<file path="src/shared/emt_pkg.sv">
`default_nettype none
package emt_pkg;
    // ----------------------------------------
    // register map
    // ----------------------------------------
    localparam logic [4:0] REG_CTRL = 5'h00;    // control bits
    localparam logic [4:0] REG_STATUS = 5'h04;  // status bits, read only
    localparam logic [4:0] REG_ADDR = 5'h08;    // memory word address
    localparam logic [4:0] REG_WDATA = 5'h0C;   // write data, starts write
    localparam logic [4:0] REG_RDATA = 5'h10;   // assembled read data
    localparam logic [4:0] REG_RDTRIG = 5'h14;  // write starts a read

    // ----------------------------------------
    // control fields
    // ----------------------------------------
    localparam int CTRL_SLOW_BIT = 0;     // dram_slow_timing_select
    localparam int CTRL_SRAM_BIT = 1;     // sram modes
    localparam int CTRL_BUS8_BIT = 2;     // 8-bit memory bus
    localparam int CTRL_LEN_LSB = 4;      // word length code, 3 bits
    localparam int CTRL_WAIT_LSB = 8;     // sram_wait_count_field, 4 bits
    localparam logic [11:0] CTRL_RESET = 12'h000;

    // ----------------------------------------
    // status field positions
    // ----------------------------------------
    localparam int STAT_BUSY_BIT = 0;     // access in progress
    localparam int STAT_RDONE_BIT = 1;    // read data ready
    localparam int STAT_WDONE_BIT = 2;    // write finished

    // ----------------------------------------
    // word length codes
    // ----------------------------------------
    localparam logic [2:0] LEN_8 = 3'h0;
    localparam logic [2:0] LEN_12 = 3'h1;
    localparam logic [2:0] LEN_16 = 3'h2;
    localparam logic [2:0] LEN_20 = 3'h3;
    localparam logic [2:0] LEN_24 = 3'h4;

    // ----------------------------------------
    // cycle counts per phase
    // ----------------------------------------
    localparam logic [4:0] DRAM_FAST_SETUP = 5'h03;
    localparam logic [4:0] DRAM_FAST_PART = 5'h03;
    localparam logic [4:0] DRAM_FAST_FINISH = 5'h02;
    localparam logic [4:0] DRAM_SLOW_SETUP = 5'h04;
    localparam logic [4:0] DRAM_SLOW_PART = 5'h04;
    localparam logic [4:0] DRAM_SLOW_FINISH = 5'h04;
    localparam logic [4:0] SRAM_SETUP = 5'h02;
    localparam logic [4:0] SRAM_FINISH = 5'h01;

    // ----------------------------------------
    // sequencer states, one-hot
    // ----------------------------------------
    typedef enum logic [3:0] {
        ST_IDLE = 4'b0001,
        ST_SETUP = 4'b0010,
        ST_XFER = 4'b0100,
        ST_FINISH = 4'b1000
    } emt_state_e;
endpackage
`default_nettype wire

</file>
<file path="src/rtl/emt_top.sv">
// Contract
// dram timing bit 0 fast, 1 slow
// 8-bit word uses bits 23-16
// 16-bit word uses bits 23-8
// 20-bit on 4-bit bus uses 23-4
// 20/24/12-bit words left-justified in word
// byte per step wide, nibble narrow
// fast dram: 3 setup, 3/part, 2 finish
// slow dram: 4 setup, 4/part, 4 finish
// sram access: 2 setup, 1-16 wait, 1 final
// sram: one to six accesses per word
// stop holds reset state, clears status only
// each sequence step is one clock
`timescale 1ns/1ns
`default_nettype none
module emt_top (
    input wire logic I_REF_CLK,
    input wire logic I_ARST_N,
    input wire logic I_STOP,
    input wire logic [4:0] I_AVS_ADDRESS,
    input wire logic I_AVS_READ,
    input wire logic I_AVS_WRITE,
    input wire logic [31:0] I_AVS_WRITEDATA,
    output logic [31:0] O_AVS_READDATA,
    output logic O_AVS_WAITREQUEST,
    output logic [17:0] O_MEM_ADDR,
    output logic O_MEM_ROW_SEL_N,
    output logic O_MEM_COL_SEL_N,
    output logic O_MEM_CHIP_SEL_N,
    output logic O_MEM_WE_N,
    output logic O_MEM_OE_N,
    output logic [7:0] O_MEM_DQ,
    output logic O_MEM_DQ_OE,
    input wire logic [7:0] I_MEM_DQ
);
    // ----------------------------------------
    // reset release
    // ----------------------------------------
    logic rst_meta_r; // first stage
    logic rst_n_r;    // released reset used by all logic

    // two-stage release, async assert
    always_ff @(posedge I_REF_CLK or negedge I_ARST_N) begin
        if (!I_ARST_N) begin
            rst_meta_r <= 1'b0;
            rst_n_r <= 1'b0;
        end else begin
            rst_meta_r <= 1'b1;
            rst_n_r <= rst_meta_r;
        end
    end

    // ----------------------------------------
    // registers and state
    // ----------------------------------------
    logic [11:0] ctrl_r;      // control bits
    logic [17:0] addr_r;      // memory word address
    logic [23:0] wdata_r;     // word to write
    logic [23:0] rdata_r;     // read word
    logic busy_r;             // access running
    logic rdone_r;            // read data ready
    logic wdone_r;            // write finished
    logic is_rd_r;            // current access is a read
    logic rd_ack_r;           // bus read answered this cycle
    logic [31:0] rd_q_r;      // registered bus read data
    emt_pkg::emt_state_e state_r;
    emt_pkg::emt_state_e state_nxt;
    logic [2:0] part_r;       // part index, msb first
    logic [2:0] part_nxt;

    // ----------------------------------------
    // control field views
    // ----------------------------------------
    wire slow = ctrl_r[emt_pkg::CTRL_SLOW_BIT];
    wire sram = ctrl_r[emt_pkg::CTRL_SRAM_BIT];
    wire bus8 = ctrl_r[emt_pkg::CTRL_BUS8_BIT];
    wire [2:0] len = ctrl_r[emt_pkg::CTRL_LEN_LSB +: 3];
    wire [3:0] wait_fld = ctrl_r[emt_pkg::CTRL_WAIT_LSB +: 4];

    // ----------------------------------------
    // parts per word
    // ----------------------------------------
    // wide bus: 8 -> 1, 12/16 -> 2, 20/24 -> 3 bytes
    wire [2:0] parts8 = (len == emt_pkg::LEN_8) ? 3'h1 :
                        (len == emt_pkg::LEN_12 || len == emt_pkg::LEN_16) ? 3'h2 : 3'h3;
    // narrow bus: 8 -> 2, 12 -> 3, 16 -> 4, 20 -> 5 (low nibble unused), 24 -> 6
    wire [2:0] parts4 = (len == emt_pkg::LEN_8) ? 3'h2 :
                        (len == emt_pkg::LEN_12) ? 3'h3 :
                        (len == emt_pkg::LEN_16) ? 3'h4 :
                        (len == emt_pkg::LEN_20) ? 3'h5 : 3'h6;
    // sram: one access per part
    wire [2:0] nparts = bus8 ? parts8 : parts4;
    wire last_part = (part_r == nparts - 3'h1);

    // ----------------------------------------
    // phase lengths
    // ----------------------------------------
    // dram phase lengths
    wire [4:0] dram_setup = slow ? emt_pkg::DRAM_SLOW_SETUP : emt_pkg::DRAM_FAST_SETUP;
    wire [4:0] dram_part = slow ? emt_pkg::DRAM_SLOW_PART : emt_pkg::DRAM_FAST_PART;
    wire [4:0] dram_fin = slow ? emt_pkg::DRAM_SLOW_FINISH : emt_pkg::DRAM_FAST_FINISH;
    // wait field 0..15 gives 1..16 cycles
    wire [4:0] sram_xfer = {1'b0, wait_fld} + 5'h01;

    // ----------------------------------------
    // bus decode
    // ----------------------------------------
    wire hit_ctrl = (I_AVS_ADDRESS == emt_pkg::REG_CTRL);
    wire hit_stat = (I_AVS_ADDRESS == emt_pkg::REG_STATUS);
    wire hit_addr = (I_AVS_ADDRESS == emt_pkg::REG_ADDR);
    wire hit_wdata = (I_AVS_ADDRESS == emt_pkg::REG_WDATA);
    wire hit_rdata = (I_AVS_ADDRESS == emt_pkg::REG_RDATA);
    wire hit_rdtrig = (I_AVS_ADDRESS == emt_pkg::REG_RDTRIG);
    // ctrl, addr, wdata and rdtrig writes stall while busy, never drop
    wire wr_hold = busy_r && (hit_ctrl || hit_addr || hit_wdata || hit_rdtrig);
    wire wr_take = I_AVS_WRITE && !wr_hold && !I_STOP;
    wire start_wr = wr_take && hit_wdata;
    wire start_rd = wr_take && hit_rdtrig;
    wire start = start_wr || start_rd;
    wire rd_take = I_AVS_READ && rd_ack_r;

    // reads take one wait state
    assign O_AVS_WAITREQUEST = (I_AVS_READ && !rd_ack_r) || (I_AVS_WRITE && (wr_hold || I_STOP));
    assign O_AVS_READDATA = rd_q_r;

    // read mux, unmapped reads zero
    wire [31:0] rd_mux = hit_ctrl ? {20'h00000, ctrl_r} :
                         hit_stat ? {29'h00000000, wdone_r, rdone_r, busy_r} :
                         hit_addr ? {14'h0000, addr_r} :
                         hit_wdata ? {8'h00, wdata_r} :
                         hit_rdata ? {8'h00, rdata_r} : 32'h00000000;

    // ----------------------------------------
    // data lanes
    // ----------------------------------------
    wire [7:0] lane;
    wire [23:0] merged;

    emt_align u_align (
        .i_bus8(bus8),
        .i_part(part_r),
        .i_word(wdata_r),
        .i_asm(rdata_r),
        .i_dq(I_MEM_DQ),
        .o_lane(lane),
        .o_merged(merged)
    );

    // ----------------------------------------
    // phase counter
    // ----------------------------------------
    wire ph_last;
    logic ph_load;
    logic [4:0] ph_len;

    emt_cycle_cnt u_cnt (
        .i_clk(I_REF_CLK),
        .i_rst_n(rst_n_r),
        .i_load(ph_load),
        .i_len(ph_len),
        .o_last(ph_last)
    );

    // ----------------------------------------
    // sequencer next state
    // ----------------------------------------
    // one clock per numbered step
    always_comb begin
        state_nxt = state_r;
        part_nxt = part_r;
        ph_load = 1'b0;
        ph_len = 5'h01;
        case (state_r)
            emt_pkg::ST_IDLE: begin
                // new access opens with setup
                if (start) begin
                    state_nxt = emt_pkg::ST_SETUP;
                    part_nxt = 3'h0;
                    ph_load = 1'b1;
                    ph_len = sram ? emt_pkg::SRAM_SETUP : dram_setup;
                end
            end
            emt_pkg::ST_SETUP: begin
                // setup done, first transfer
                if (ph_last) begin
                    state_nxt = emt_pkg::ST_XFER;
                    ph_load = 1'b1;
                    ph_len = sram ? sram_xfer : dram_part; // see R7 see R8
                end
            end
            emt_pkg::ST_XFER: begin
                if (ph_last) begin
                    if (sram || last_part) begin
                        // sram closes every access with its final cycle
                        state_nxt = emt_pkg::ST_FINISH;
                        ph_load = 1'b1;
                        ph_len = sram ? emt_pkg::SRAM_FINISH : dram_fin; // see R7
                    end else begin
                        // dram keeps the row open
                        part_nxt = part_r + 3'h1;
                        ph_load = 1'b1;
                        ph_len = dram_part;
                    end
                end
            end
            emt_pkg::ST_FINISH: begin
                if (ph_last) begin
                    if (sram && !last_part) begin
                        // next sram access, next part
                        state_nxt = emt_pkg::ST_SETUP;
                        part_nxt = part_r + 3'h1;
                        ph_load = 1'b1;
                        ph_len = emt_pkg::SRAM_SETUP;
                    end else begin
                        state_nxt = emt_pkg::ST_IDLE;
                    end
                end
            end
            default: begin
                state_nxt = emt_pkg::ST_IDLE;
            end
        endcase
    end

    wire xfer_end = (state_r == emt_pkg::ST_XFER) && ph_last;
    wire word_end = (state_r == emt_pkg::ST_FINISH) && ph_last && (state_nxt == emt_pkg::ST_IDLE);

    // ----------------------------------------
    // sequencer state
    // ----------------------------------------
    // stop parks the sequencer
    always_ff @(posedge I_REF_CLK or negedge rst_n_r) begin
        if (!rst_n_r) begin
            state_r <= emt_pkg::ST_IDLE;
            part_r <= 3'h0;
        end else if (I_STOP) begin
            state_r <= emt_pkg::ST_IDLE;
            part_r <= 3'h0;
        end else begin
            state_r <= state_nxt;
            part_r <= part_nxt;
        end
    end

    // ----------------------------------------
    // software registers
    // ----------------------------------------
    // control survives stop
    always_ff @(posedge I_REF_CLK or negedge rst_n_r) begin
        if (!rst_n_r) begin
            ctrl_r <= emt_pkg::CTRL_RESET;
            addr_r <= 18'h00000;
            wdata_r <= 24'h000000;
        end else begin
            if (wr_take && hit_ctrl) begin
                ctrl_r <= I_AVS_WRITEDATA[11:0];
            end
            if (wr_take && hit_addr) begin
                addr_r <= I_AVS_WRITEDATA[17:0];
            end
            if (start_wr) begin
                wdata_r <= I_AVS_WRITEDATA[23:0];
            end
        end
    end

    // ----------------------------------------
    // status and read assembly
    // ----------------------------------------
    // completion beats a clear
    always_ff @(posedge I_REF_CLK or negedge rst_n_r) begin
        if (!rst_n_r) begin
            busy_r <= 1'b0;
            rdone_r <= 1'b0;
            wdone_r <= 1'b0;
            is_rd_r <= 1'b0;
            rdata_r <= 24'h000000;
        end else if (I_STOP) begin
            busy_r <= 1'b0;
            rdone_r <= 1'b0;
            wdone_r <= 1'b0;
        end else begin
            if (start) begin
                busy_r <= 1'b1;
                is_rd_r <= start_rd;
                wdone_r <= 1'b0;
                rdone_r <= 1'b0;
            end else if (word_end) begin
                busy_r <= 1'b0;
                rdone_r <= is_rd_r ? 1'b1 : rdone_r;
                wdone_r <= !is_rd_r;
            end else if (rd_take && hit_rdata) begin
                rdone_r <= 1'b0;
            end
            if (start_rd) begin
                rdata_r <= 24'h000000; // low bits stay zero
            end else if (xfer_end && is_rd_r) begin
                // take the part at step end
                rdata_r <= merged;
            end
        end
    end

    // ----------------------------------------
    // bus read answer
    // ----------------------------------------
    always_ff @(posedge I_REF_CLK or negedge rst_n_r) begin
        if (!rst_n_r) begin
            rd_ack_r <= 1'b0;
            rd_q_r <= 32'h00000000;
        end else begin
            rd_ack_r <= I_AVS_READ && !rd_ack_r;
            rd_q_r <= rd_mux;
        end
    end

    // ----------------------------------------
    // memory pins
    // ----------------------------------------
    wire in_setup = (state_r == emt_pkg::ST_SETUP);
    wire in_xfer = (state_r == emt_pkg::ST_XFER);
    wire in_fin = (state_r == emt_pkg::ST_FINISH);
    wire [8:0] col = addr_r[8:0] + {6'h00, part_r};

    // dram row then column; sram address per part
    assign O_MEM_ADDR = sram ? (addr_r + {15'h0000, part_r}) :
                        in_setup ? {9'h000, addr_r[17:9]} : {9'h000, col};
    assign O_MEM_ROW_SEL_N = !(!sram && (in_xfer || in_fin));
    assign O_MEM_COL_SEL_N = !(!sram && in_xfer);
    assign O_MEM_CHIP_SEL_N = !(sram && (in_setup || in_xfer || in_fin));
    assign O_MEM_WE_N = !(in_xfer && !is_rd_r);
    assign O_MEM_OE_N = !(in_xfer && is_rd_r);
    assign O_MEM_DQ = (in_xfer && !is_rd_r) ? lane : 8'h00;
    assign O_MEM_DQ_OE = in_xfer && !is_rd_r;
endmodule // emt_top
`default_nettype wire

</file>
<file path="src/rtl/emt_cycle_cnt.sv">
`timescale 1ns/1ns
`default_nettype none
// ----------------------------------------
// phase length counter
// ----------------------------------------
module emt_cycle_cnt (
    input wire logic i_clk,
    input wire logic i_rst_n,
    input wire logic i_load,
    input wire logic [4:0] i_len,
    output logic o_last
);
    logic [4:0] cnt_r; // cycles left in the phase

    // load on entry, count down to one
    always_ff @(posedge i_clk or negedge i_rst_n) begin
        if (!i_rst_n) begin
            cnt_r <= 5'h01;
        end else if (i_load) begin
            cnt_r <= i_len;
        end else if (cnt_r != 5'h01) begin
            cnt_r <= cnt_r - 5'h01;
        end
    end

    // last cycle of the phase
    assign o_last = (cnt_r == 5'h01);
endmodule // emt_cycle_cnt
`default_nettype wire

</file>
<file path="src/rtl/emt_align.sv">
`timescale 1ns/1ns
`default_nettype none
// ----------------------------------------
// left-justified lane select and merge
// ----------------------------------------
module emt_align (
    input wire logic i_bus8,
    input wire logic [2:0] i_part,
    input wire logic [23:0] i_word,
    input wire logic [23:0] i_asm,
    input wire logic [7:0] i_dq,
    output logic [7:0] o_lane,
    output logic [23:0] o_merged
);
    // part offset below bit 23, msb part first
    wire [4:0] byte_sh = 5'(i_part) << 3;
    wire [4:0] nib_sh = 5'(i_part) << 2;
    wire [23:0] word_b = i_word << byte_sh;
    wire [23:0] word_n = i_word << nib_sh;
    wire [23:0] ins_b = {i_dq, 16'h0000} >> byte_sh;
    wire [23:0] ins_n = {i_dq[3:0], 20'h00000} >> nib_sh;
    wire [23:0] msk_b = 24'hFF0000 >> byte_sh;
    wire [23:0] msk_n = 24'hF00000 >> nib_sh;

    // byte per step wide, nibble narrow
    assign o_lane = i_bus8 ? word_b[23:16] : {4'h0, word_n[23:20]};
    assign o_merged = i_bus8 ? ((i_asm & ~msk_b) | ins_b) : ((i_asm & ~msk_n) | ins_n);
endmodule // emt_align
`default_nettype wire

</file>
<file path="config.mk">
export PLATFORM = sky130hd
export DESIGN_NAME = emt_top
export DESIGN_NICKNAME = d
export VERILOG_FILES = /design/src/shared/emt_pkg.sv /design/src/rtl/emt_top.sv /design/src/rtl/emt_cycle_cnt.sv /design/src/rtl/emt_align.sv
export SDC_FILE = /design/constraint.sdc
export NUM_CORES = 1
export LEC_CHECK = 0
export BUFFER_PORTS_ARGS = -buffer_cell sky130_fd_sc_hd__buf_4
export CELL_PAD_IN_SITES_DETAIL_PLACEMENT = 1
export CELL_PAD_IN_SITES_GLOBAL_PLACEMENT = 2
export CORE_ASPECT_RATIO = 0.75
export CORE_MARGIN = 5
export CORE_UTILIZATION = 36
export DETAILED_ROUTE_END_ITERATION = 6
export PLACE_DENSITY_LB_ADDON = 0.3
export SLEW_MARGIN = 40
export SYNTH_ARGS = -nofsm -noshare
export SYNTH_HDL_FRONTEND = slang
export SYNTH_SLANG_ARGS = --single-unit
</file>
<file path="constraint.sdc">
create_clock -name I_REF_CLK -period 4.1 [get_ports I_REF_CLK]
set_clock_uncertainty 0.1 [all_clocks]
set_input_delay 0.82 -clock I_REF_CLK [delete_from_list [all_inputs] [get_ports I_REF_CLK]]
set_output_delay 0.82 -clock I_REF_CLK [all_outputs]
set_load 0.02 [all_outputs]
</file>
Word-level counts from Yosys, hierarchy flattened:

Cells that the tools add are included.

* $add $sub $neg: 6
* multipliers: 0
* divide/modulo/power cells: 0
* magnitude comparators: 0
* equal/unequal tests: 22
* shifts and indexed selects: 6
* mux-type cells: 64
* bitwise operators: 7
* reduce and logical (&&, ||, !) cells: 55

Operators by type and width (number)
* $mux W24: 8
* $and A24 B24 Y24: 2
* $mux W3: 16
* $not A24 Y24: 2
* $or A24 B24 Y24: 2
* $shl A24 B5 Y24: 2
* $shr A24 B5 Y24: 2
* $shr A24 B5 Y24 const A: 2
* $mux W4: 6
* $logic_and A1 B1 Y1: 21
* $mux W5: 4
* $pmux W5 S4: 1
* $add A18 B3 Y18: 1
* $mux W18: 1
* $mux W1: 16
* $mux W8: 2
* $pmux W4 S4: 1
* $mux W2: 6
* $ne A3 B3 Y1 const B: 4
* $logic_not A1 Y1: 11
* $logic_or A1 B1 Y1: 11
* $eq A5 B4 Y1 const B: 2
* $eq A5 B5 Y1 const B: 2
* $add A9 B3 Y9: 1
* other kinds (28): 34

* register bits: 121
* latch bits: 0
* bits in writable memories: 0
* ROM bits: 0
* output and inout bits: 65
* logic and storage cells: 175
* memories: 0

Depth between registers and ports, before layout:

Gate-level depths: netlist of the first run.

* depth in word-level cells: 18
* depth in mapped cells: 13

Modules after synthesis:

From an unflattened synthesis of the first run, not the netlist that was laid out.

* cells, all modules: 729
* area total of the unflattened synthesis: 7433.4 µm²

By module, submodules not included
* emt_top: times used 1, cells each 503, area an instance 5649.2 µm², sequential area each 2904.0 µm²
* emt_align: times used 1, cells each 197, area an instance 1481.4 µm², sequential area each 0.0 µm²
* emt_cycle_cnt: times used 1, cells each 29, area an instance 302.8 µm², sequential area each 126.4 µm²

Worst setup path after synthesis of the first run:

Ideal clock, no wire load.

* kind: reg2out
* start point: register part_r[1]
* end point: output O_MEM_ADDR[8]
* data arrival time: 2462 ps
* data required time: 3180 ps
* path slack: 718 ps
* stages on the path, launching flop included: 10
* path through: dfrtp_1 -> buf_2 -> buf_1 -> inv_1 -> fa_1 -> nand2b_1 -> a21oi_1 -> nand2_1 -> xor2_1 -> a21oi_1

* cells in the longest elaborated chain, start to end: 3

RTL lines
* from (decl): line emt_top.sv:68 `logic [2:0] part_r;`
* from (signal assigned): line emt_top.sv:241 `part_r <= part_nxt;`
* $add A9 B3 Y9: line emt_top.sv:323 `wire [8:0] col = addr_r[8:0] + {6'h00, part_r};`
* $mux W9: line emt_top.sv:327 `in_setup ? {9'h000, addr_r[17:9]} : {9'h000, col};`
* $mux W18 (*): line emt_top.sv:326 `assign O_MEM_ADDR = sram ? (addr_r + {15'h0000, part_r}) :`
* to (decl): line emt_top.sv:26 `output logic [17:0] O_MEM_ADDR,`

Mark *: on every way between the ends. The rest lies on a longest branch, timed or not.

Worst setup path in the final report of the first run:

* start point: register addr_r[0]
* end point: output O_MEM_ADDR[14]

* cells in the longest elaborated chain, start to end: 2

RTL lines
* from (decl): line emt_top.sv:57 `logic [17:0] addr_r;`
* from (signal assigned): line emt_top.sv:259 `addr_r <= I_AVS_WRITEDATA[17:0];`
* $add A18 B3 Y18: line emt_top.sv:326
* $mux W18: line emt_top.sv:326

Every way passes these cells.

==> metrics.txt, run 1 <==
critical setup path kind flop to output pin; Starting DRT DRC Count 513; worst-margin pin slew 708 ps; CP top delay family adder cells; Seq/Total Area, Yosys 41.1%; count of final hold-check violations 0; GP Congestion 0.867; compound-gate portion of the synthesized area 20.6%; Mapped Cells 751; worst vdd ir 0.000273 V; Die W 175 um; status complete, no violations; asr flop ratio synth 100%; largest family of logic cells by synthesized area compound AO/OA/AOI/OAI gates; Avg Cell Area, Syn 9.83 um2; setup slack, reg-to-reg 1100 ps; max-cap viol count 0; I/O pins 115; fill count 2,287; M1 WL 12,300 um; first-pass detailed-route iteration total 7; Post-synth top cells 119 x dfrtp_1, 72 x nand2_1, 60 x nor2_1; initial antenna violation count 0; vias per inst 5.84; GR Overflow Total 0; cts hold-fix bufs 0; worst hold path type input port to async pin; drt total wl 25,300 um; n_diodes 0; post-cts gate resize count 0; DR vias 6,477; cell area after synthesis 0.00738 mm2; fin crit period 3680 ps; Pins Over Slew Limit 0; xor and xnor area share after synthesis 3.56%; row count 45; Core Footprint 0.0202 mm2; Pwr per Cell Area 410 mW/mm2; proportion of synthesized area in mux cells 13.3%; die area 0.0235 mm2; Final Net Count 902; Root Buffer clkbuf_16; CP max FO 3; total global-route track usage 21.6%; Die Y 134 um; Leakage Power 4.03 nW; initial core utilization 36.5%; DR top layer met4; Crit path required time 3180 ps; CP arrival 2760 ps; Worst Slack Setup Final 417 ps; slowest stage delay, CP 500 ps; largest net degree at the start of global routing 60; Post-Synth Adder-Cell Area 2.31%; Clk Latency, worst-skew pair 420 ps; CP endpoint kind output pin; Slew HR 52.4%; Cell variety after synth 67; top cell type's share of synthesized area 40.4%; CTS tree done; #FFs+latches synth 121; DR WL/cell 22.8 um; Final Setup Violations 0; Final HPWL DP 18,800 um; Clock transition at path regs 60 ps; f_max 272 MHz; port bufs 98; first-pass GRT wire length 39,500 um; metal3 WL 1510 um; largest cells by area after synthesis dfrtp_1 40%, mux2_2 8.9%, nand2_1 3.7%; CP Cell Sequence ha_1 -> inv_1 -> fa_1 -> nand2b_1 -> a211oi_1 -> nand2_1 -> xor2_1 -> nor2_1 -> buf_4; CP bufs+invs 2; Num CTS Buffers 17; RSZ-0062 raised after global routing no; yosys warns 0; Synth Area in Simple Gates 13.3%; CP max stage cell a211oi_1; final worst-path cycle share 89.8%; CTS Sinks 121; most common flop cell mapped by yosys dfrtp_1; Post-synth EDFFs 0; Antenna Nets Post-Route 0; setup TNS 0 ps; CTS Buffer Depth 2; dpl ws 877 ps; number of H-tree levels 4; post-synth top area cell dfrtp_1; vias in the first global route 6,781; CP startpoint kind flop; DRC Markers 0; Post-CTS Setup Inserts 0; fraction of layout cells with a size suffix above 1 29.0%; count leader, synth dfrtp_1; Area Overhead vs Synth 21.9%; wire length on met2 11,100 um
metal layers:
layer | vias up | global-route usage, %
met1 | 3317 | 31.2
met5 | - | 0
met3 | 44 | 4.45
li1 | 2900 | -
met2 | 216 | 32.8
met4 | 0 | 6.72
cells by family after synthesis:
logic type / after synthesis
compound gates: 199
xor+xnor: 30
fa+ha+maj: 13
buf+inv: 95
flops: 121
mux: 86
other cells: 2
simple gates: 205
state kept, by name, summed over array words and instances, names as in the netlist:
register        flops
O_AVS_READDATA     24
rdata_r            24
wdata_r            24
addr_r             18
ctrl_r             12
u_cnt.cnt_r         5
state_r             4
part_r              3
busy_r              1
is_rd_r             1
rd_ack_r            1
rdone_r             1
rst_meta_r          1
rst_n_r             1
wdone_r             1
path summary, 6_finish.rpt:
path	depth (start not counted)	from	end
worst min register to register	0	rst_n_r$_DFF_PN0_	O_AVS_READDATA[22]$_DFF_PN0_
worst max-delay path	9	addr_r[0]$_DFFE_PN0P_	O_MEM_ADDR[14]
max in group asynchronous	1	rst_n_r$_DFF_PN0_	state_r[0]$_DFF_PN1_
worst min-delay path	1	I_ARST_N	rst_n_r$_DFF_PN0_
worst max register to register	11	ctrl_r[5]$_DFFE_PN0P_	rdone_r$_DFFE_PN0P_
min in group I_REF_CLK	0	rst_meta_r$_DFF_PN0_	rst_n_r$_DFF_PN0_
power breakdown:
group	switching (mW)	internal [mW]
clock	0.622	0.926
combinational	0.352	0.308
sequential	0.167	1.31
cell usage in the layout, fill, tap and decap left out, drive strengths merged, types with 5 or more instances in the layout:
cell / count
mux2: 59
nand2: 72
nor2: 60
o21ai: 32
and2: 7
clkbuf: 18
mux2i: 23
nand2b: 9
a211oi: 10
clkinv: 6
nand4: 8
buf: 123
a221o: 14
nor4b: 5
and3: 7
xor2: 14
o41ai: 13
xnor2: 16
a21o: 6
nand3: 14
a21oi: 53
o21bai: 6
ha: 12
a221oi: 24
inv: 39
nor3: 10
conb: 9
dfrtp: 119
a22o: 6
layout make-up:
| type | count | area, um2 | share of cell area [%] |
|---|---|---|---|
| Multi-Input combinational cell | 542 | 3970 | 44.2 |
| Clock inverter | 14 | 163 | 1.81 |
| Tap cell | 258 | 323 | 3.59 |
| Timing Repair Buffer | 123 | 936 | 10.4 |
| Inverter | 34 | 128 | 1.42 |
| Clock buffer | 18 | 439 | 4.88 |
| Sequential cell | 121 | 3030 | 33.7 |
through the flow:
step / utilization [%] / std cells / hold slack, ps / area (um2) / total power, mW
final: 44.5 / 1110 / 62.0 / 8990 / 3.69
after global routing: 44.5 / 1110 / 47.1 / 8990 / 3.86
after CTS: 44.5 / 1110 / 49.5 / 8990 / 3.71
after detailed placement: 41.5 / 1078 / 237 / 8390 / 2.16
after global placement: 41.4 / 1077 / 240 / 8360 / 2.12
after floorplan: - / 758 / 231 / 7410 / 1.90
worst register-to-register path, stage by stage (launching register included):
cell and delay, ps:
dfrtp_1 440, nand2b_1 230, nor2_1 110, a21oi_1 50, nor2_1 110, ha_1 260, xnor2_1 130, a31oi_1 150
nand4_1 330, a21boi_0 650, o21ai_0 190, a21oi_1 180
No activity file was read; power rests on OpenSTA's default activity.
==> run 2, diff against run 1 <==
==> constraint.sdc (replaced) <==
create_clock -name I_REF_CLK -period 4.1 [get_ports I_REF_CLK]
set_clock_uncertainty 0.1 [all_clocks]
set_input_delay 0.615 -clock I_REF_CLK [delete_from_list [all_inputs] [get_ports I_REF_CLK]]
set_output_delay 0.615 -clock I_REF_CLK [all_outputs]
set_load 0.02 [all_outputs]
==> run 2 against run 1 <==
  * Via count is 0.73% lower
  * Clock power fell by 8%
  * Flip-flop and latch count unchanged
  * Final area is 0.70% lower
  * Worst hold slack improved by 89 ps
  * Global-route usage up 0.28 points
  * Power shrank 3.4%
  * Largest cell class unchanged
==> metrics.txt, run 2 (synthesized netlist as in run 1, its figures left out) <==
initial antenna violation count 0 (unchanged); drt total wl 25,600 um (+1.0%); Pwr per Cell Area 399 mW/mm2 (-2.7%); Net Sw Frac 32.0% (+1.1 points); total global-route track usage 21.9% (+0.28 points); CP startpoint kind flop; Post-CTS Setup Inserts 0 (unchanged); Starting DRT DRC Count 556 (+8.4%); Num CTS Buffers 17 (unchanged); Pins Over Slew Limit 0 (unchanged); Final Net Count 901 (-0.11%); port bufs 98 (unchanged); Final Setup Violations 0 (unchanged); Final HPWL DP 18,800 um (+0.37%); Clock transition at path regs 60 ps (about the same); largest net degree at the start of global routing 60 (unchanged); Crit path required time 3380 ps (+200 ps); vias in the first global route 6,789 (+0.12%); vias per inst 5.80 (-0.64%); DR WL/cell 23.1 um (+1.1%); row count 45 (unchanged); CTS Sinks 121 (unchanged); I/O pins 115 (unchanged); Sequential Power Share 41.6% (+1.5 points); Core Footprint 0.0202 mm2 (unchanged); fraction of layout cells with a size suffix above 1 28.8% (-0.20 points); worst hold margin 151 ps (+89.2 ps); n_diodes 0 (unchanged); most common cell after layout, fill and taps aside buf_4; Psw 1.14 mW (about the same); final worst-path cycle share 88.3% (-1.5 points); fill count 2,250 (-1.6%); CP endpoint kind output pin; worst vdd ir 0.000224 V (-18%); CP arrival 2910 ps (+150 ps); CTS Buffer Depth 2 (unchanged); worst-margin pin slew 740 ps (+31.6 ps); Die W 175 um (unchanged); first-pass GRT wire length 39,900 um (+0.80%); most frequent cells in the layout 120 x buf_4, 118 x dfrtp_1, 72 x nand2_1; Slew HR 50.3% (-2.1 points); CTS tree done; GR Overflow Total 0 (unchanged); RSZ-0062 raised after global routing no; CP max FO 17 (+14); number of H-tree levels 4 (unchanged); clock share of power 39.8% (-2.2 points); DR vias 6,430 (-0.73%); status complete, no violations; max-cap viol count 0 (unchanged); Clk Latency, worst-skew pair 430 ps (about the same); Antenna Nets Post-Route 0 (unchanged); Reg2Reg Depth 11 (unchanged); post-cts gate resize count 0 (unchanged); internal power 2.42 mW (-4.9%); Leakage Power 4.01 nW (-0.67%); initial core utilization 36.5% (unchanged); die area 0.0235 mm2 (unchanged); worst hold path type flop to async pin; Combinational Power Share 18.7% (+0.8 points); Root Buffer clkbuf_16; Area Overhead vs Synth 21.0%; f_max 276 MHz (+1.7%); first-pass detailed-route iteration total 7 (unchanged); fin crit period 3620 ps (-62.0 ps); footprint of the multi-input gates 0.00397 mm2 (-0.19%); critical setup path kind flop to output pin; DRC Markers 0 (unchanged); setup TNS 0 ps (unchanged); count of final hold-check violations 0 (unchanged); Die Y 134 um (unchanged); GP Congestion 0.868 (+0.18%); Seq. cell area 0.00303 mm2 (unchanged)
==> run 2: critical path, stage by stage (launching register included) <==
cell and delay [ps]:
dfrtp_1 380, buf_4 320, ha_1 300, a21o_1 180, a21oi_1 370, nor2_1 190
and3_1 230, xnor2_1 120, a21oi_1 200, buf_4 180
==> run 2: worst paths after layout <==
kind / endpoint / start / slack [ps]
max: O_MEM_ADDR[7] / part_r[1]$_DFFE_PN0P_ / 480
min: rdata_r[22]$_DFFE_PN0P_ / rst_n_r$_DFF_PN0_ / 150
max reg2reg: rdone_r$_DFFE_PN0P_ / ctrl_r[5]$_DFFE_PN0P_ / 1120
min reg2reg: rdata_r[22]$_DFFE_PN0P_ / rst_n_r$_DFF_PN0_ / 150
max in group asynchronous: state_r[0]$_DFF_PN1_ / rst_n_r$_DFF_PN0_ / 3000
min in group I_REF_CLK: rst_n_r$_DFF_PN0_ / rst_meta_r$_DFF_PN0_ / 260
==> run 2: layer usage <==
metal  up-vias  share of wire, %  global-route usage [%]
met2       212                44                    32.5
met3        36               5.8                    4.09
met5         -                 0                       0
met4         0               1.8                    6.59
li1       2897                 -                       -
met1      3285                48                    32.5
==> run 2: timing repair <==
action | 4_1_cts | 5_1_grt
setup endpoints to repair | 0 | 0
hold endpoints to repair | 2 | 0
hold buffers | 1 | 0
==> run 2: area by class of cell <==
class | instances | share of cell area [%]
multi-input combinational | 542 | 44.4
sequential | 121 | 34.0
inverter | 34 | 1.43
clock inverter | 14 | 1.26
timing repair buffer | 122 | 10.4
clock buffer | 18 | 4.92
tap | 258 | 3.61
==> run 2: power by group through the flow <==
stage / logic (mW) / registers (mW) / clock network, mW
after floorplan: 0.455 / 1.45 / 0
after global placement: 0.625 / 1.49 / 0
after detailed placement: 0.664 / 1.50 / 0
after CTS: 0.671 / 1.48 / 1.44
after global routing: 0.733 / 1.50 / 1.49
final: 0.665 / 1.48 / 1.42
==> run 2: stage by stage <==
step / utilization (%) / setup slack [ps] / cell area, um2 / instances / power [mW]
floorplan: - / 383 / 7410 / 758 / 1.90
finish: 44.2 / 479 / 8930 / 1109 / 3.57
CTS: 44.2 / 496 / 8930 / 1109 / 3.59
detailed placement: 41.4 / 841 / 8370 / 1076 / 2.16
global route: 44.2 / 392 / 8930 / 1109 / 3.73
global placement: 41.3 / 1020 / 8350 / 1075 / 2.12
==> run 3, diff against run 2 <==
- CORE_ASPECT_RATIO: 0.75 -> 1.75
- REMOVE_ABC_BUFFERS: not set -> 1
==> run 3 against run 2 <==
  * Fmax increased by 5.2%
  * Combinational power decreased by 3.0%
  * Final area rose by 0.63%
  * Sequential power about the same
  * Global-route usage increased by 0.24 points
  * Critical path type unchanged
==> metrics.txt, run 3 (synthesized netlist as in run 1, its figures left out) <==
status complete, no violations; RR Endpoint rdone_r$_DFFE_PN0P_; Final Setup Violations 0 (unchanged); RSZ-0062 raised after global routing no; Die W 118 um (-33%); setup TNS 0 ps (unchanged); most frequent cells in the layout 118 x dfrtp_1, 118 x buf_4, 72 x nand2_1; initial core utilization 36.4% (-0.14 points); DR WL/cell 23.6 um (+2.1%); I/O pins 115 (unchanged); Num CTS Buffers 17 (unchanged); Seq. cell area 0.00303 mm2 (unchanged); Reg2Reg Depth 9 (-2); fin crit period 3440 ps (-180 ps); die area 0.0236 mm2 (+0.35%); CTS Buffer Depth 2 (unchanged); port bufs 98 (unchanged); critical path depth 9 (unchanged); CP arrival 2730 ps (-180 ps); worst vdd ir 0.000389 V (+74%); DR vias 6,426 (-0.062%); fraction of layout cells with a size suffix above 1 28.6% (-0.20 points); setup slack, reg-to-reg 910 ps (-210 ps); vias per inst 5.85 (+0.94%); Pwr per Cell Area 411 mW/mm2 (+3.0%); Leakage Power 4.01 nW (+0.15%); worst hold margin 142 ps (-9.32 ps); Root Buffer clkbuf_16; Slew HR 53.0% (+2.7 points); worst-margin pin slew 704 ps (-35.9 ps); f_max 291 MHz (+5.2%); footprint of the multi-input gates 0.00398 mm2 (+0.25%); Pins Over Slew Limit 0 (unchanged); count of final hold-check violations 0 (unchanged); design area 0.00899 mm2 (+0.63%); GR Overflow Total 0 (unchanged); CP max stage cell buf_4; fill count 2,259 (+0.40%); Die Y 199 um (+49%); worst hold path type flop to async pin; DRC Markers 0 (unchanged); Core Footprint 0.0203 mm2 (+0.37%); final worst-path cycle share 83.9% (-4.4 points); Area after DPL 0.00834 mm2 (-0.33%); first-pass detailed-route iteration total 4 (-3); post-cts gate resize count 0 (unchanged); r2r startpoint ctrl_r[2]$_DFFE_PN0P_; Final HPWL DP 19,100 um (+1.5%); Antenna Nets Post-Route 0 (unchanged); initial antenna violation count 0 (unchanged); CP Cell Sequence buf_4 -> ha_1 -> a21o_1 -> a21oi_1 -> nor2_1 -> and3_1 -> xnor2_1 -> a21oi_1 -> buf_4; CTS Sinks 121 (unchanged); CP Launch Point part_r[1]$_DFFE_PN0P_; drt total wl 25,900 um (+1.1%); row count 69 (+53%); CP bufs+invs 2 (unchanged); Clock transition at path regs 60 ps (about the same); CTS tree done; first-pass GRT wire length 40,600 um (+1.7%); Worst setup endpoint O_MEM_ADDR[7]; CP max FO 27 (+10); number of H-tree levels 4 (unchanged); Final Net Count 900 (-0.11%); CP top delay family compound AO/OA/AOI/OAI gates; max-cap viol count 0 (unchanged); CP startpoint kind flop; Starting DRT DRC Count 240 (-57%); total global-route track usage 22.2% (+0.24 points); vias in the first global route 7,073 (+4.2%); Crit path required time 3380 ps (about the same); critical setup path kind flop to output pin; slowest stage delay, CP 380 ps (about the same); n_diodes 0 (unchanged); largest net degree at the start of global routing 68 (+13%); CP endpoint kind output pin; Area Overhead vs Synth 21.8%; Clk Latency, worst-skew pair 420 ps (about the same); GP Congestion 0.839 (-3.3%)
-- run 3: changes by cell type in the layout (fill, tap and decap cells not counted), moves of 2 or more --
cell,before,now
buf_4,120,118
bufinv_16,0,3
clkbuf_1,0,2
clkinv_2,3,0
clkinvlp_4,1,4
inv_6,5,1
-- run 3: timing repair --
item	4_1_cts	5_1_grt
hold buffers	1	0
endpoints found under the hold margin	2	0
buffers inserted	0	0
-- run 3: power breakdown --
group / switching (mW) / internal (mW)
Combinational: 0.337 / 0.308
Sequential: 0.177 / 1.31
Clock: 0.597 / 0.961
Total: 1.11 / 2.58
-- run 3: how the worst min path moves through the flow --
| stage | endpoint | slack, ps | cells past startpoint | start |
|---|---|---|---|---|
| after floorplan | rst_meta_r$_DFF_PN0_ | 220 | 0 | I_ARST_N |
| after global placement | rst_n_r$_DFF_PN0_ | 240 | 0 | rst_meta_r$_DFF_PN0_ |
| after detailed placement | rst_n_r$_DFF_PN0_ | 250 | 0 | rst_meta_r$_DFF_PN0_ |
| after CTS | rst_n_r$_DFF_PN0_ | 260 | 0 | rst_meta_r$_DFF_PN0_ |
| after global routing | O_AVS_READDATA[14]$_DFF_PN0_ | 180 | 0 | rst_n_r$_DFF_PN0_ |
| final | O_AVS_READDATA[14]$_DFF_PN0_ | 140 | 0 | rst_n_r$_DFF_PN0_ |
-- run 3: metal layers --
| metal | GRT usage [%] | up-vias | wire, um |
|---|---|---|---|
| li1 | - | 2898 | - |
| met2 | 41.7 | 153 | 14400 |
| met4 | 9.91 | 0 | 893 |
| met3 | 3.12 | 48 | 792 |
| met1 | 24.5 | 3327 | 9800 |
| met5 | 0 | - | 0 |
-- run 3: metrics by stage --
stage / power, mW / utilization, % / std cells / worst slack, ps
finish: 3.69 / 44.3 / 1098 / 658
global route: 3.86 / 44.3 / 1098 / 513
CTS: 3.72 / 44.2 / 1097 / 416
detailed placement: 2.16 / 41.1 / 1064 / 875
global placement: 2.12 / 41.1 / 1064 / 930
floorplan: 1.88 / - / 697 / 187
-- run 3: final cells by class --
cell class | instances | area share [%]
clock buffer | 19 | 4.82
inverter | 34 | 1.42
clock inverter | 13 | 1.92
sequential | 121 | 33.8
tap | 248 | 3.45
multi-input combinational | 542 | 44.2
timing repair buffer | 121 | 10.4
